## src/clock_output_control_pkg.sv

```systemverilog
// constants and carrier types for the clock output control block
package clock_output_control_pkg;

  // timing
  localparam int unsigned CLK_HZ            = 10_000_000;
  localparam int unsigned STRAP_WINDOW_US   = 2000;       // 2 ms strap window
  localparam int unsigned STRAP_WINDOW_CYC  =
    (STRAP_WINDOW_US * (CLK_HZ / 1_000_000));
  localparam int unsigned PD_SAMPLES        = 2;          // consecutive low samples

  // register byte addresses
  localparam logic [3:0] ADDR_CTRL0   = 4'h0;  // serial byte 0 image
  localparam logic [3:0] ADDR_FSEL    = 4'h4;  // frequency override
  localparam logic [3:0] ADDR_STATUS  = 4'h8;  // block state
  localparam logic [3:0] ADDR_SPREAD  = 4'hC;  // spread and video mode

  // field positions
  localparam int unsigned CTRL0_SPREAD_BIT  = 3;
  localparam int unsigned FSEL_LO_BIT       = 0;
  localparam int unsigned FSEL_HI_BIT       = 1;
  localparam int unsigned FSEL_OVR_BIT      = 2;
  localparam int unsigned SPREAD_CENTRE_BIT = 0;
  localparam int unsigned SPREAD_VIDEO_BIT  = 1;

  // reset values
  localparam logic [7:0] CTRL0_RESET  = 8'h00;
  localparam logic [2:0] FSEL_RESET   = 3'h0;
  localparam logic [1:0] SPREAD_RESET = 2'h0;

  // axi responses
  localparam logic [1:0] RESP_OKAY   = 2'h0;
  localparam logic [1:0] RESP_SLVERR = 2'h2;

  // frequency selection codes {hi, lo}
  typedef enum logic [1:0] {
    FSEL_66_100  = 2'h0,
    FSEL_100_100 = 2'h1,
    FSEL_133_133 = 2'h2,
    FSEL_133_100 = 2'h3
  } fsel_type;

  // processor / memory rates in MHz
  typedef struct packed {
    logic [7:0] proc_mhz;
    logic [7:0] mem_mhz;
  } rate_pair_type;

  // sequencer states
  typedef enum logic [3:0] {
    ST_SAMPLE = 4'h1,
    ST_RUN    = 4'h2,
    ST_DOWN   = 4'h4,
    ST_WAKE   = 4'h8
  } seq_state_type;

  // stop / power-down inputs as a group
  typedef struct packed {
    logic power_down_n;
    logic processor_stop_n;
    logic periph_stop_n;
  } ctrl_in_type;

  // clock-enable outputs toward the output buffers
  typedef struct packed {
    logic       proc_gated_en;
    logic       proc_free_en;
    logic       mem_en;
    logic       memory_hub_clk_en;
    logic [5:0] periph_gated_en;
    logic       periph_free_en;
    logic       intr_ctrl_clk_en;
    logic       hub_66m_clk_en;
    logic       fixed_48m_en;
    logic       video_hub_clk_en;
  } clk_en_type;

  // strap pin as a tri-state pair
  typedef struct packed {
    logic o;
    logic oe;
  } pin_drive_type;

endpackage

```

## src/clock_output_control.sv

```systemverilog
// clock output control: strap sampling, gating, power-down and spread control
//
// Behaviour
// [RULE1] first 2 ms after supply-good sample straps, strap pin buffers off
// [RULE2] at window end latch strap levels, then enable strap pin buffers
// [RULE3] window timer starts when supply-detect says 3.3 V rail reached 2.0 V
// [RULE4] latched straps kept until supply cycles; nothing else clears them
// [RULE5] pin low latches 0, pin high latches 1
// [RULE6] select 00:66/100, 01:100/100, 10:133/133, 11:133/100 MHz
// [RULE7] frequency selection may instead come from serial configuration
// [RULE8] 48 MHz usb and dot outputs fixed, never spread
// [RULE9] interrupt-controller clock fixed 33.3 MHz, synchronous to processor clock
// [RULE10] processor stop low halts only gated processor clock, held low
// [RULE11] peripheral stop low halts six gated peripheral clocks, free one runs
// [RULE12] memory hub clock free-running, never gated by stops
// [RULE13] power-down low: synthesizers off, every clock output low
// [RULE14] power-down input synchronised before use
// [RULE15] two consecutive low samples, then outputs held low at next falling edge
// [RULE16] at 100 MHz processor clock is inverted relative to memory clocks
// [RULE17] spread on or off from bit 3 of first serial data byte
// [RULE18] spread deviation centre plus-minus 0.5 or down minus 0.5 percent
// [RULE19] video hub clock 48 MHz unmodulated or 66.67 MHz spread
// [RULE20] one short processor cycle allowed when outputs first enabled
// [RULE21] spread bit 1 turns modulation on, 0 turns it off
// [RULE22] serial controller writes bytes ascending from lowest, no indexing
// [RULE23] stop inputs synchronised, gating changes only while clock low
// [RULE24] power-down release restarts cleanly without re-sampling straps
//
// The register addresses and the AXI4-Lite interface to the registers were chosen for this implementation.
`timescale 1ns/1ps

module clock_output_control
  import clock_output_control_pkg::*;
#(
  parameter int unsigned STRAP_CYCLES = STRAP_WINDOW_CYC
) (
  input  wire logic        aclk,
  input  wire logic        aresetn,
  // supply and strap pins
  input  wire logic        supply_good,
  input  wire logic        freq_select_lo_i,
  output      logic        freq_select_lo_o,
  output      logic        freq_select_lo_oe,
  input  wire logic        freq_select_hi_i,
  output      logic        freq_select_hi_o,
  output      logic        freq_select_hi_oe,
  // output clock phases (processor and peripheral clock levels from the synthesizer) and stop inputs
  input  wire logic        proc_clk_level,
  input  wire logic        periph_clk_level,
  input  wire ctrl_in_type ctrl_in,
  // outputs toward the synthesizer and buffers
  output      clk_en_type  clk_en,
  output      logic        synth_on,
  output      logic        spread_on,
  output      logic        spread_centre,
  output      logic        video_hub_66m,
  output      logic        proc_invert,
  output      rate_pair_type rate,
  // axi4-lite slave
  input  wire logic [3:0]  s_axi_awaddr,
  input  wire logic        s_axi_awvalid,
  output      logic        s_axi_awready,
  input  wire logic [31:0] s_axi_wdata,
  input  wire logic [3:0]  s_axi_wstrb,
  input  wire logic        s_axi_wvalid,
  output      logic        s_axi_wready,
  output      logic [1:0]  s_axi_bresp,
  output      logic        s_axi_bvalid,
  input  wire logic        s_axi_bready,
  input  wire logic [3:0]  s_axi_araddr,
  input  wire logic        s_axi_arvalid,
  output      logic        s_axi_arready,
  output      logic [31:0] s_axi_rdata,
  output      logic [1:0]  s_axi_rresp,
  output      logic        s_axi_rvalid,
  input  wire logic        s_axi_rready
);

  // whole block state
  typedef struct packed {
    seq_state_type state;
    logic [31:0]   win_cnt;
    logic          strap_lo;
    logic          strap_hi;
    logic          strap_valid;
    logic          pins_on;
    logic [7:0]    ctrl0;
    logic [2:0]    fsel;
    logic [1:0]    spread;
    logic [1:0]    pd_sync;
    logic [1:0]    ps_sync;
    logic [1:0]    pp_sync;
    logic [1:0]    pd_low_cnt;
    logic          proc_lvl_d;
    logic          proc_gate;
    logic          periph_gate;
    logic          out_on;
    logic          aw_held;
    logic [3:0]    aw_addr;
    logic          w_held;
    logic [31:0]   w_data;
    logic [3:0]    w_strb;
    logic          bvalid;
    logic [1:0]    bresp;
    logic          rvalid;
    logic [31:0]   rdata;
    logic [1:0]    rresp;
  } state_type;

  state_type s_reg;
  state_type s_next;
  fsel_type  fsel_eff;
  logic      wr_go;
  logic      rd_go;
  logic      proc_fall;
  pin_drive_type lo_drv;
  pin_drive_type hi_drv;

  // write address and data taken independently, response after both
  assign s_axi_awready = !s_reg.aw_held && !s_reg.bvalid;
  assign s_axi_wready  = !s_reg.w_held && !s_reg.bvalid;
  assign s_axi_arready = !s_reg.rvalid;
  assign wr_go         = s_reg.aw_held && s_reg.w_held && !s_reg.bvalid;
  assign rd_go         = s_axi_arvalid && s_axi_arready;
  assign proc_fall     = s_reg.proc_lvl_d && !proc_clk_level;

  // effective select: software override wins once set
  always_comb begin
    if (s_reg.fsel[FSEL_OVR_BIT]) begin
      fsel_eff = fsel_type'({s_reg.fsel[FSEL_HI_BIT], s_reg.fsel[FSEL_LO_BIT]}); // [RULE7]
    end else begin
      fsel_eff = fsel_type'({s_reg.strap_hi, s_reg.strap_lo}); // [RULE6]
    end
  end

  always_comb begin
    s_next = s_reg;

    // synchronisers, first stage only feeds second
    s_next.pd_sync = {s_reg.pd_sync[0], ctrl_in.power_down_n}; // [RULE14]
    s_next.ps_sync = {s_reg.ps_sync[0], ctrl_in.processor_stop_n};
    s_next.pp_sync = {s_reg.pp_sync[0], ctrl_in.periph_stop_n};
    s_next.proc_lvl_d = proc_clk_level;

    // power-down counted on processor rising edges
    if (!s_reg.proc_lvl_d && proc_clk_level) begin
      if (!s_reg.pd_sync[1]) begin
        if (s_reg.pd_low_cnt != 2'(PD_SAMPLES)) begin
          s_next.pd_low_cnt = s_reg.pd_low_cnt + 2'h1; // [RULE15]
        end
      end else begin
        s_next.pd_low_cnt = 2'h0;
      end
    end

    // window, run, power-down and wake sequencing
    case (s_reg.state)
      ST_SAMPLE: begin
        s_next.pins_on = 1'b0; // [RULE1]
        if (!supply_good) begin
          s_next.win_cnt = 32'h0; // [RULE3]
        end else if (s_reg.win_cnt >= STRAP_CYCLES - 1) begin
          if (!s_reg.strap_valid) begin
            s_next.strap_lo    = freq_select_lo_i; // [RULE5]
            s_next.strap_hi    = freq_select_hi_i;
            s_next.strap_valid = 1'b1; // [RULE2]
          end else begin
            // buffers only once the latch already holds
            s_next.pins_on = 1'b1; // [RULE2]
            s_next.out_on  = 1'b1; // [RULE20]
            s_next.state   = ST_RUN;
          end
        end else begin
          s_next.win_cnt = s_reg.win_cnt + 32'h1;
        end
      end
      ST_RUN: begin
        if (s_reg.pd_low_cnt == 2'(PD_SAMPLES) && proc_fall) begin
          s_next.out_on = 1'b0; // [RULE15]
          s_next.state  = ST_DOWN;
        end
      end
      ST_DOWN: begin
        s_next.out_on = 1'b0; // [RULE13]
        // synthesizers stay off until the synchronised input reads high
        if (s_reg.pd_sync[1]) begin
          s_next.state = ST_WAKE; // [RULE24]
        end
      end
      ST_WAKE: begin
        // re-enable on a falling edge so the first pulse is whole
        if (!s_reg.pd_sync[1]) begin
          s_next.state = ST_DOWN;
        end else if (proc_fall) begin
          s_next.out_on = 1'b1; // [RULE24]
          s_next.state  = ST_RUN;
        end
      end
      default: begin
        s_next.state = ST_SAMPLE;
      end
    endcase

    // loss of supply restarts the window and clears outputs and strap_valid; registers keep values
    if (!supply_good) begin
      s_next.state       = ST_SAMPLE;
      s_next.strap_valid = 1'b0; // [RULE4]
      s_next.pins_on     = 1'b0;
      s_next.out_on      = 1'b0;
      s_next.pd_low_cnt  = 2'h0;
      // a one-cycle dip must restart the window, not skip it
      s_next.win_cnt     = 32'h0; // [RULE3]
    end

    // stop gating only changes while the clock is low
    if (!proc_clk_level) begin
      s_next.proc_gate = s_reg.ps_sync[1]; // [RULE23]
    end
    if (!periph_clk_level) begin
      s_next.periph_gate = s_reg.pp_sync[1]; // [RULE23]
    end

    // axi write capture
    // only byte lane 0 carries register bits; upper lanes are ignored
    if (s_axi_awvalid && s_axi_awready) begin
      s_next.aw_held = 1'b1;
      s_next.aw_addr = s_axi_awaddr;
    end
    if (s_axi_wvalid && s_axi_wready) begin
      s_next.w_held = 1'b1;
      s_next.w_data = s_axi_wdata;
      s_next.w_strb = s_axi_wstrb;
    end
    if (wr_go) begin
      s_next.aw_held = 1'b0;
      s_next.w_held  = 1'b0;
      s_next.bvalid  = 1'b1;
      s_next.bresp   = RESP_OKAY;
      case (s_reg.aw_addr)
        ADDR_CTRL0: begin
          if (s_reg.w_strb[0]) begin
            s_next.ctrl0 = s_reg.w_data[7:0]; // [RULE17]
          end
        end
        ADDR_FSEL: begin
          if (s_reg.w_strb[0]) begin
            s_next.fsel = s_reg.w_data[2:0]; // [RULE7]
          end
        end
        ADDR_SPREAD: begin
          if (s_reg.w_strb[0]) begin
            s_next.spread = s_reg.w_data[1:0];
          end
        end
        ADDR_STATUS: begin
          s_next.bresp = RESP_OKAY; // read-only, write ignored
        end
        default: begin
          s_next.bresp = RESP_SLVERR;
        end
      endcase
    end
    if (s_reg.bvalid && s_axi_bready) begin
      s_next.bvalid = 1'b0;
    end

    // axi read
    if (rd_go) begin
      s_next.rvalid = 1'b1;
      s_next.rresp  = RESP_OKAY;
      s_next.rdata  = 32'h0;
      case (s_axi_araddr)
        ADDR_CTRL0: begin
          s_next.rdata[7:0] = s_reg.ctrl0;
        end
        ADDR_FSEL: begin
          s_next.rdata[2:0] = s_reg.fsel;
        end
        ADDR_SPREAD: begin
          s_next.rdata[1:0] = s_reg.spread;
        end
        ADDR_STATUS: begin
          // nine bits: state code above the five strap and output flags
          s_next.rdata[8:0] = {s_reg.state, s_reg.out_on, s_reg.pins_on,
                               s_reg.strap_valid, s_reg.strap_hi, s_reg.strap_lo};
        end
        default: begin
          s_next.rresp = RESP_SLVERR;
        end
      endcase
    end else if (s_reg.rvalid && s_axi_rready) begin
      s_next.rvalid = 1'b0;
    end
  end

  // single state register
  always_ff @(posedge aclk) begin
    if (!aresetn) begin
      s_reg             <= '0;
      // straps survive reset; only a supply cycle may clear or re-take them
      s_reg.strap_lo    <= s_reg.strap_lo; // [RULE4]
      s_reg.strap_hi    <= s_reg.strap_hi;
      s_reg.strap_valid <= s_reg.strap_valid;
      s_reg.state       <= ST_SAMPLE;
      s_reg.ctrl0       <= CTRL0_RESET;
      s_reg.fsel        <= FSEL_RESET;
      s_reg.spread      <= SPREAD_RESET;
      s_reg.pd_sync     <= 2'h3;
      s_reg.ps_sync     <= 2'h3;
      s_reg.pp_sync     <= 2'h3;
      s_reg.proc_gate   <= 1'b1;
      s_reg.periph_gate <= 1'b1;
    end else begin
      s_reg <= s_next;
    end
  end

  // strap pins: released during the window, then driven as clocks;
  // power-down keeps the buffers on and drives them low instead of floating
  always_comb begin
    lo_drv    = '0;
    hi_drv    = '0;
    lo_drv.oe = s_reg.pins_on; // [RULE1] [RULE2]
    hi_drv.oe = s_reg.pins_on;
    lo_drv.o  = periph_clk_level && s_reg.out_on; // [RULE13]
    hi_drv.o  = periph_clk_level && s_reg.out_on && s_reg.periph_gate; // [RULE11]
  end

  assign freq_select_lo_o  = lo_drv.o;
  assign freq_select_lo_oe = lo_drv.oe;
  assign freq_select_hi_o  = hi_drv.o;
  assign freq_select_hi_oe = hi_drv.oe;

  // rate table
  // rates in MHz; the synthesizer works out its own dividers
  always_comb begin
    case (fsel_eff)
      FSEL_66_100:  rate = '{proc_mhz: 8'h42, mem_mhz: 8'h64}; // [RULE6]
      FSEL_100_100: rate = '{proc_mhz: 8'h64, mem_mhz: 8'h64};
      FSEL_133_133: rate = '{proc_mhz: 8'h85, mem_mhz: 8'h85};
      FSEL_133_100: rate = '{proc_mhz: 8'h85, mem_mhz: 8'h64};
      default:      rate = '{proc_mhz: 8'h42, mem_mhz: 8'h64};
    endcase
  end

  // synthesizer and modulation controls
  assign synth_on      = s_reg.out_on; // [RULE13]
  assign spread_on     = s_reg.ctrl0[CTRL0_SPREAD_BIT]; // [RULE17] [RULE21]
  assign spread_centre = s_reg.spread[SPREAD_CENTRE_BIT]; // [RULE18]
  assign video_hub_66m = s_reg.spread[SPREAD_VIDEO_BIT]; // [RULE19]
  assign proc_invert   = (fsel_eff == FSEL_100_100); // [RULE16]

  // output enables; fixed-rate groups follow only power state
  // spread and stop controls never reach the 48 MHz groups
  always_comb begin
    clk_en                   = '0;
    clk_en.proc_gated_en     = s_reg.out_on && s_reg.proc_gate; // [RULE10]
    clk_en.proc_free_en      = s_reg.out_on;
    clk_en.mem_en            = s_reg.out_on;
    clk_en.memory_hub_clk_en = s_reg.out_on; // [RULE12]
    clk_en.periph_gated_en   = {6{s_reg.out_on && s_reg.periph_gate}}; // [RULE11]
    clk_en.periph_free_en    = s_reg.out_on;
    clk_en.intr_ctrl_clk_en  = s_reg.out_on; // [RULE9]
    clk_en.hub_66m_clk_en    = s_reg.out_on;
    clk_en.fixed_48m_en      = s_reg.out_on; // [RULE8]
    clk_en.video_hub_clk_en  = s_reg.out_on;
  end

  assign s_axi_bvalid = s_reg.bvalid;
  assign s_axi_bresp  = s_reg.bresp;
  assign s_axi_rvalid = s_reg.rvalid;
  assign s_axi_rdata  = s_reg.rdata;
  assign s_axi_rresp  = s_reg.rresp;

endmodule // clock_output_control

```

## config.mk

```make
export PLATFORM = sky130hd
export DESIGN_NAME = clock_output_control
export DESIGN_NICKNAME = d
export VERILOG_FILES = /design/src/clock_output_control_pkg.sv /design/src/clock_output_control.sv
export SDC_FILE = /design/constraint.sdc
export NUM_CORES = 1
export LEC_CHECK = 0
export BUFFER_PORTS_ARGS = -buffer_cell sky130_fd_sc_hd__buf_2
export CAP_MARGIN = 20
export CELL_PAD_IN_SITES_DETAIL_PLACEMENT = 1
export CELL_PAD_IN_SITES_GLOBAL_PLACEMENT = 1
export CORE_MARGIN = 2
export CORE_UTILIZATION = 30
export DETAILED_ROUTE_END_ITERATION = 8
export PLACE_DENSITY = 0.76
export SKIP_LAST_GASP = 1
export SYNTH_ARGS = -nofsm -noshare
export SYNTH_HDL_FRONTEND = slang
export SYNTH_SLANG_ARGS = --single-unit
```

## constraint.sdc

```tcl
create_clock -name aclk -period 4.95 [get_ports aclk]
set_input_delay 0.99 -clock aclk [delete_from_list [all_inputs] [get_ports aclk]]
set_output_delay 0.99 -clock aclk [all_outputs]
set_load 0.05 [all_outputs]
```

; Word-level counts from Yosys, hierarchy flattened
; Index checks and enable logic that the tools add are counted.
[totals]
reg_bits = 95
inputBits = 59
[classes]
addsub = 2
magnitude_cmp = 1
eq_ne = 25
mux = 31
bitwise = 2
reduce_logical = 42
[ops]
columns = cell, count
row1 = 32-bit two-way mux, 2
row2 = 16-bit one-hot mux with 4 select lines, 1
row3 = 32-bit by 1-bit adder with 32-bit output (second input constant), 1
row4 = 32-bit by 15-bit greater-or-equal comparator with 1-bit output (second input constant), 1
row5 = 4-bit two-way mux, 6
row6 = 4-bit equality test (second input constant), 5
row7 = 1-bit logical AND, 16
row8 = 2-bit two-way mux, 8
row9 = 2-bit inequality test (second input constant), 8
row10 = 4-bit one-hot mux with 4 select lines, 1
row11 = 4-bit by 3-bit equality test with 1-bit output (second input constant), 3
row12 = 3-bit AND reduction, 4
row13 = 5-bit one-hot mux with 2 select lines, 1
row14 = 5-bit AND reduction, 2
row15 = 1-bit two-way mux, 9
row16 = 4-bit logical NOT, 2
row17 = 2-bit one-hot mux with 4 select lines, 1
row18 = 4-bit OR reduction, 2
row19 = 2-bit equality test (second input constant), 3
row20 = 1-bit logical NOT, 6
row21 = 2-bit AND reduction, 3
row22 = 6-bit AND reduction, 1
row23 = 4-bit by 1-bit equality test with 1-bit output (second input constant), 1
row24 = 4-bit by 2-bit equality test with 1-bit output (second input constant), 1
row25 = 11 further kinds, 15

; Depth between registers and ports, before layout
; Gate-level depths: netlist of the first run.
[logic_depth]
depth_word = 5
ltp_mapped = 9
mapped_depth_nobuf = 7

; Least setup slack after synthesis of the first run
; OpenSTA, ideal clock, no wires.
[synth_path]
path_type = reg2out
from = reg s_reg[96] in the netlist's numbering
to = out rate[7] in the netlist's numbering
arrival_ps = 3095
required_time_ps = 3960
path_slack_ps = 865
path_stages_with_launch = 6
cell_sequence = dfxtp_1 -> mux2i_1 -> inv_1 -> nand2_1 -> inv_1 -> buf_4
[synth_lines]
columns = element, line
row1 = "start, declared", clock_output_control.sv:110  ; state_type s_reg;
row2 = "start signal, assigned", clock_output_control.sv:314  ; s_reg <= s_next;
row3 = "end, declared", clock_output_control.sv:58  ; output rate_pair_type rate,

; Final worst setup path of the first run
[layout_path]
from = reg s_reg[109] in the netlist's numbering
to = reg s_reg[107] in the netlist's numbering (enable)
[layout_via]
elab_chain_len = 2
[layout_lines]
columns = element, line
row1 = 32-bit by 15-bit greater-or-equal comparator with 1-bit output, clock_output_control.sv:162  ; end else if (s_reg.win_cnt >= STRAP_CYCLES - 1) begin
row2 = 5-bit AND reduction (no source line), n/a
; Every way passes these cells.
; A chain may end at the register's enable or synchronous reset.

==> results of run 1 <==
## stage by stage
step	cells	setup slack, ps	hold slack [ps]	power (W)
CTS	719	1930	416	0.00161
finish	719	1980	415	0.00159
floorplan	524	865	386	0.000936
global placement	704	1860	393	0.000945
global route	719	1630	457	0.00165
detailed placement	704	1820	401	0.000951
## how the worst min path moves through the flow
stage,cells after the start,startpoint,endpoint
5_1_grt,1,s_next[91]$_SDFF_PN1_,s_reg[91]$_SDFF_PN1_
6_report,1,s_next[91]$_SDFF_PN1_,s_reg[91]$_SDFF_PN1_
4_1_cts,1,s_next[91]$_SDFF_PN1_,s_reg[91]$_SDFF_PN1_
3_5_place_dp,1,s_next[91]$_SDFF_PN1_,s_reg[91]$_SDFF_PN1_
2_1_floorplan,1,s_next[87]$_SDFF_PN1_,s_reg[87]$_SDFF_PN1_
3_3_place_gp,1,s_next[89]$_SDFF_PN1_,s_reg[89]$_SDFF_PN1_
## cell type report
cell class,instances,area share
multi-input combinational,336,0.419
sequential,93,0.385
timing repair buffer,83,0.0855
clock buffer,12,0.0542
tap,184,0.0468
inverter,8,0.00611
clock inverter,3,0.00407
## worst max-delay path, stage by stage, from the launching register on
cell and delay (ps):
dfxtp_1 370, ha_1 250, nand4_1 130, a2111oi_0 640
or4_1 710, nand2_1 140, nor3_1 380
## layer usage
layer  GRT usage  vias to the layer above  wire length, µm
met4      0.0444                        0              161
met5           0                        -                0
met3      0.0300                       13              459
met1       0.150                     1656             4380
met2       0.229                       82             5000
li1            -                     1691                -
## kinds of logic (layout without fill, tap and decap cells)
| logic type | count (synthesis) | count (layout) |
|---|---|---|
| xor gates and xnor gates | 2 | 2 |
| AOI/OAI and AO/OA | 70 | 70 |
| and+or+nand+nor | 199 | 199 |
| DFF | 93 | 93 |
| other | 2 | 31 |
| adders and majority gates | 2 | 2 |
| muxes | 32 | 32 |
| buffers and inverters | 95 | 106 |
## power groups by stage
| stage | Combinational [W] | Sequential [W] | Clock (W) |
|---|---|---|---|
| 2_1_floorplan | 0.000140 | 0.000796 | 0 |
| 3_3_place_gp | 0.000150 | 0.000795 | 0 |
| 3_5_place_dp | 0.000154 | 0.000796 | 0 |
| 4_1_cts | 0.000155 | 0.000780 | 0.000675 |
| 5_1_grt | 0.000166 | 0.000781 | 0.000701 |
| 6_report | 0.000154 | 0.000780 | 0.000658 |
## synth_stat cells, drive strengths merged (4+ instances only)
master  count
dfxtp      90
buf        67
nand2      41
mux2i      30
nor2b      29
a21oi      24
nor2       24
and3       21
clkbuf     20
nor3       15
nand2b     12
nand3      11
a21boi     10
o21ai       9
inv         8
and2        7
o31ai       7
or4         7
nor4        6
or3         6
nand4       4
nor3b       4
o21a        4
==> metrics.md, run 1 <==
| Metric | Value |
|---|---|
| Routed Antenna Nets | 0 |
| First-pass GRT wire length | between 15000 and 20000 µm |
| Clock root cell | clkbuf_16 |
| Clk sinks | slightly above 90 |
| Clk pwr share | 0.413 |
| HPWL Detailed | 7080 µm |
| Cell area power density | between 300 and 400 nW/µm² |
| Max-Cap Viols | 0 |
| Most frequent cells in the layout | dfxtp_1, buf_2, nand2_1 |
| Post-cts resize count | 0 |
| Final period util | 0.601 |
| Psw | roughly 0.00041 W |
| Worst hold path class | register to register |
| CTS clk-pin slew, worst paths | around 60 ps |
| Reg2reg end | s_reg[107]$_DFFE_PP_ |
| First-pass iteration count of the detailed router | 4 |
| Post-Synth XOR/XNOR Area | 0.00395 |
| Maximum VDD drop | ~180 µV |
| R2r worst-path depth | 6 |
| Gpl congestion | between 0.7 and 0.8 |
| Mux cell area share after synthesis | 0.0779 |
| PortBufs | 81 |
| Final core occ | 0.340 |
| Final count of hold timing violations | 0 |
| Switching share of power | 0.257 |
| Leakage | ~2.1 nW |
| Fin nets | between 500 and 600 |
| Setup_tns | 0 ps |
| Unrepaired setup endpoints after global routing | false |
| Layout cell share with drive strength beyond 1 | 0.198 |
| Combinational Power Share | 0.097 |
| Initial drt markers | 100 |
| Max FFs per register | between 70 and 80 |
| Cts hold-fix bufs | 0 |
| Post-synth top flop | dfxtp_1 |
| Critical path class | register to register |
| R2R Path Start | s_reg[109]$_SDFFE_PN0P_ |
| Synth-to-Final Area Change | 10.9% |
| Area share of fa/ha/maj cells after synthesis | 0.00564 |
| CTS tree | done |
| Placed Area | approximately 4600 µm² |
| Pin count of the biggest net entering global routing | 71 |
| Setup Skew | slightly below 10 ps |
| Die area | between 15000 and 20000 µm² |
| CP startpoint | s_reg[109]$_SDFFE_PN0P_ |
| Critical path peak fanout | 25 |
| Slew headroom | 0.436 |
| Compound-Gate Fraction of Synth Area | 0.102 |
| Cell Int Power | roughly 0.0012 W |
| Initial Utilization | 0.306 |
| Cell Area, Synth | roughly 4400 µm² |
| Sequential area share after synthesis | 0.427 |
| Clock buffer depth | 2 |
| Worst slew pin tran | about 840 ps |
| Crit path arrival time | 2970 ps |
| Commonest non-fill, non-tap cell in the layout | dfxtp_1 |
| I/O pins | between 100 and 150 |
| Final setup vio count | 0 |
| WL per Instance | between 10 and 15 µm |
| Die H | around 130 µm |
| Post-CTS Setup Bufs | 0 |
| DRC Markers | 0 |
| Flop pwr share | 0.490 |
| Largest cells by area after synthesis | dfxtp_1, buf_4, mux2i_1 |
| FILL cells | between 1500 and 2000 |
| Mean Syn Cell Area | 8.96 µm² |
| Crit path time final | between 2000 and 3000 ps |
| FF+latch count, synth | 93 |
| CTS Buf Count | 9 |
| GRT Total Usage | 0.128 |
| Yosys top cell area share | 0.406 |
| Clock latency on the worst-skew pair | around 340 ps |
| Number of global-route vias before repair | 3468 |
| Area of the multi-input gates | slightly above 2000 µm² |
| Final-report max-slew violation count | 0 |
| Largest family of logic cells by synthesized area | simple AND/OR/NAND/NOR gates |
| Post-synth EDFFs | 3 |
| R2R Setup Slk | about 2000 ps |
| Final instance area | around 5000 µm² |
| Synth async-reset ratio | 0 |
| Die X | 126 µm |
| Netlist cell types | between 50 and 60 |
| WP data required | 4950 ps |
| Setup crit end kind | register |
| Row cnt | 44 |
| Largest area contributor in the netlist | dfxtp_1 |
| Initial antenna violation count | 0 |
| Max Freq | around 0.34 GHz |
| Synth warn | 0 |
| Overflow after GRT | 0 |
| Vias per inst | around 4.8 |
| Core Area | between 10000 and 15000 µm² |
| Simple-gate share of the synthesized area | 0.248 |
| N_diodes | 0 |
| Final wirelength | roughly 10000 µm |
| CP startpoint kind | register |
| Via count | ~3400 |
| Worst Setup EP | s_reg[107]$_DFFE_PP_ |
| FF+latch area | ~1900 µm² |
| H-Tree Depth | 3 |
| Cell count after synthesis | 495 |
| Status | completed |
Power figures use the tool's default switching activity.
==> run 2: changes to the inputs <==
==> constraint.sdc (replaced) <==
create_clock -name aclk -period 3.01 [get_ports aclk]
set_input_delay 0.602 -clock aclk [delete_from_list [all_inputs] [get_ports aclk]]
set_output_delay 0.602 -clock aclk [all_outputs]
set_load 0.05 [all_outputs]
==> run 2 against run 1 <==
Compared with the run above:
- largest power group unchanged
- die area unchanged
- hold slack got worse by 12 ps
- power increased by 75%
- worst setup slack got worse by 1400 ps
- clock-buffer cell count increased by 1
- clock skew decreased by 3.6 ps
- maximum frequency increased by 21%
- sequential share of layout area decreased by 0.82 points
- register-to-register slack got worse by 1400 ps
- combinational power increased by 64%
==> metrics.md, run 2 (synthesized netlist as in run 1, its figures left out) <==
| Metric | Value |
|---|---|
| Status | completed |
| Post-CTS Setup Bufs | 0 (unchanged) |
| Finished Layout Cells | 725 (+0.83%) |
| PortBufs | 81 (unchanged) |
| Layout cell share with drive strength beyond 1 | 0.211 (+0.0126) |
| Clock latency on the worst-skew pair | 330 ps (about the same) |
| Leakage | 2.15 nW (+2.6%) |
| Clock buffer depth | 2 (unchanged) |
| Cts hold-fix bufs | 0 (unchanged) |
| Final count of hold timing violations | 0 (unchanged) |
| GRT Total Usage | 0.130 (+0.00136) |
| Max Freq | 0.408 GHz (+21%) |
| DRC Markers | 0 (unchanged) |
| Clock root cell | clkbuf_16 |
| Die area | 15800 µm² (unchanged) |
| Gpl congestion | 0.776 (-0.55%) |
| R2R Path Start | s_reg[109]$_SDFFE_PN0P_ |
| HPWL Detailed | 7250 µm (+2.4%) |
| WP data required | 3000 ps (-1950 ps) |
| Crit path time final | 2450 ps (-523 ps) |
| Max FFs per register | 72 (unchanged) |
| Routed Antenna Nets | 0 (unchanged) |
| Hold_sp | s_next[91]$_SDFF_PN1_ |
| Worst slew pin tran | 660 ps (-179 ps) |
| Most frequent cells in the layout | dfxtp_1, buf_2, nand2_1 |
| Setup Skew | 6.33 ps (-3.59 ps) |
| Via count | 3461 (+0.55%) |
| Cell area power density | 554 nW/µm² (+71%) |
| Vias per inst | 4.77 (-0.28%) |
| Number of global-route vias before repair | 3523 (+1.6%) |
| Critical path class | register to register |
| Overflow after GRT | 0 (unchanged) |
| Fin nets | 597 (+0.84%) |
| Setup crit end kind | register |
| Initial drt markers | 155 (+55%) |
| Critical path peak fanout | 5 (-80%) |
| CTS Buf Count | 9 (unchanged) |
| First-pass iteration count of the detailed router | 4 (unchanged) |
| Unrepaired setup endpoints after global routing | false |
| Row cnt | 44 (unchanged) |
| Slew headroom | 0.549 (+0.113) |
| Crit path arrival time | 2440 ps (-530 ps) |
| CP startpoint kind | register |
| Final setup vio count | 0 (unchanged) |
| Setup_tns | 0 ps (unchanged) |
| Max-Cap Viols | 0 (unchanged) |
| WL per Instance | 13.8 µm (-0.67%) |
| CTS clk-pin slew, worst paths | 60 ps (about the same) |
| I/O pins | 140 (unchanged) |
| Placed cells | 709 (+0.71%) |
| FILL cells | 1711 (-0.81%) |
| Initial Utilization | 0.306 (unchanged) |
| Die H | 126 µm (unchanged) |
| N_diodes | 0 (unchanged) |
| Pin count of the biggest net entering global routing | 60 (-15%) |
| Die X | 126 µm (unchanged) |
| Worst hold path class | register to register |
| Maximum VDD drop | 284 µV (+60%) |
| Final wirelength | 10000 µm (+0.16%) |
| Initial antenna violation count | 0 (unchanged) |
| Final period util | 0.814 (+0.213) |
| Clk sinks | 93 (unchanged) |
| Post-cts resize count | 0 (unchanged) |
| Final-report max-slew violation count | 0 (unchanged) |
| Core Area | 14500 µm² (unchanged) |
| CP startpoint | s_reg[109]$_SDFFE_PN0P_ |
| First-pass GRT wire length | 17100 µm (+2.1%) |
| Commonest non-fill, non-tap cell in the layout | dfxtp_1 |
| H-Tree Depth | 3 (unchanged) |
| CTS tree | done |
| Synth-to-Final Area Change | 13.4% |
-- run 2: cell count changes in the layout (fill, tap and decap cells not counted), sizes merged --
cell,change
clkbuf,+1
inv,+1
clkinvlp,-1
clkinv,-1
buf,+5
bufinv,+1
-- run 2: critical path, cell delays in order, from the launching register on --
cell       delay, ps
dfxtp_1          370
ha_1             250
nand4_1          140
a2111oi_0        630
or4_1            250
nand2_1           70
nor3_1           400
-- run 2: metal layers --
layer  vias up  GRT usage  routed length (µm)
met1      1686      0.162                4600
met5         -          0                   0
met2        68      0.219                4880
met3         7     0.0300                 430
met4         0     0.0458                 106
li1       1700          -                   -
-- run 2: path summary, 6_finish.rpt --
kind	end	slack [ps]	cells after the start
worst max-delay path	s_reg[107]$_DFFE_PP_	560	6
worst max register to register	s_reg[107]$_DFFE_PP_	560	6
worst min-delay path	s_reg[91]$_SDFF_PN1_	400	1
worst min register to register	s_reg[91]$_SDFF_PN1_	400	1
-- run 2: per-stage QoR --
step,setup WS (ps),hold slack (ps),area [µm²],utilization,power (W)
3_5_place_dp,503,394,4690,0.324,0.00156
3_3_place_gp,581,395,4690,0.324,0.00155
5_1_grt,300,427,5020,0.347,0.00289
2_1_floorplan,180,386,4560,-,0.00154
4_1_cts,499,405,5020,0.347,0.00282
6_report,559,404,5020,0.347,0.00278
-- run 2: where the power goes --
group	internal, W	switching (W)
clock network	0.000771	0.000478
logic	0.0000605	0.000192
registers	0.00126	0.0000196
-- run 2: final cells by class --
type / instances / area, µm² / area share
multi-input combinational: 336 / 2080 / 0.413
sequential: 93 / 1890 / 0.376
timing repair buffer: 88 / 458 / 0.0911
clock buffer: 13 / 293 / 0.0583
tap: 184 / 230 / 0.0458
clock inverter: 3 / 46.3 / 0.00921
inverter: 8 / 30.0 / 0.00598
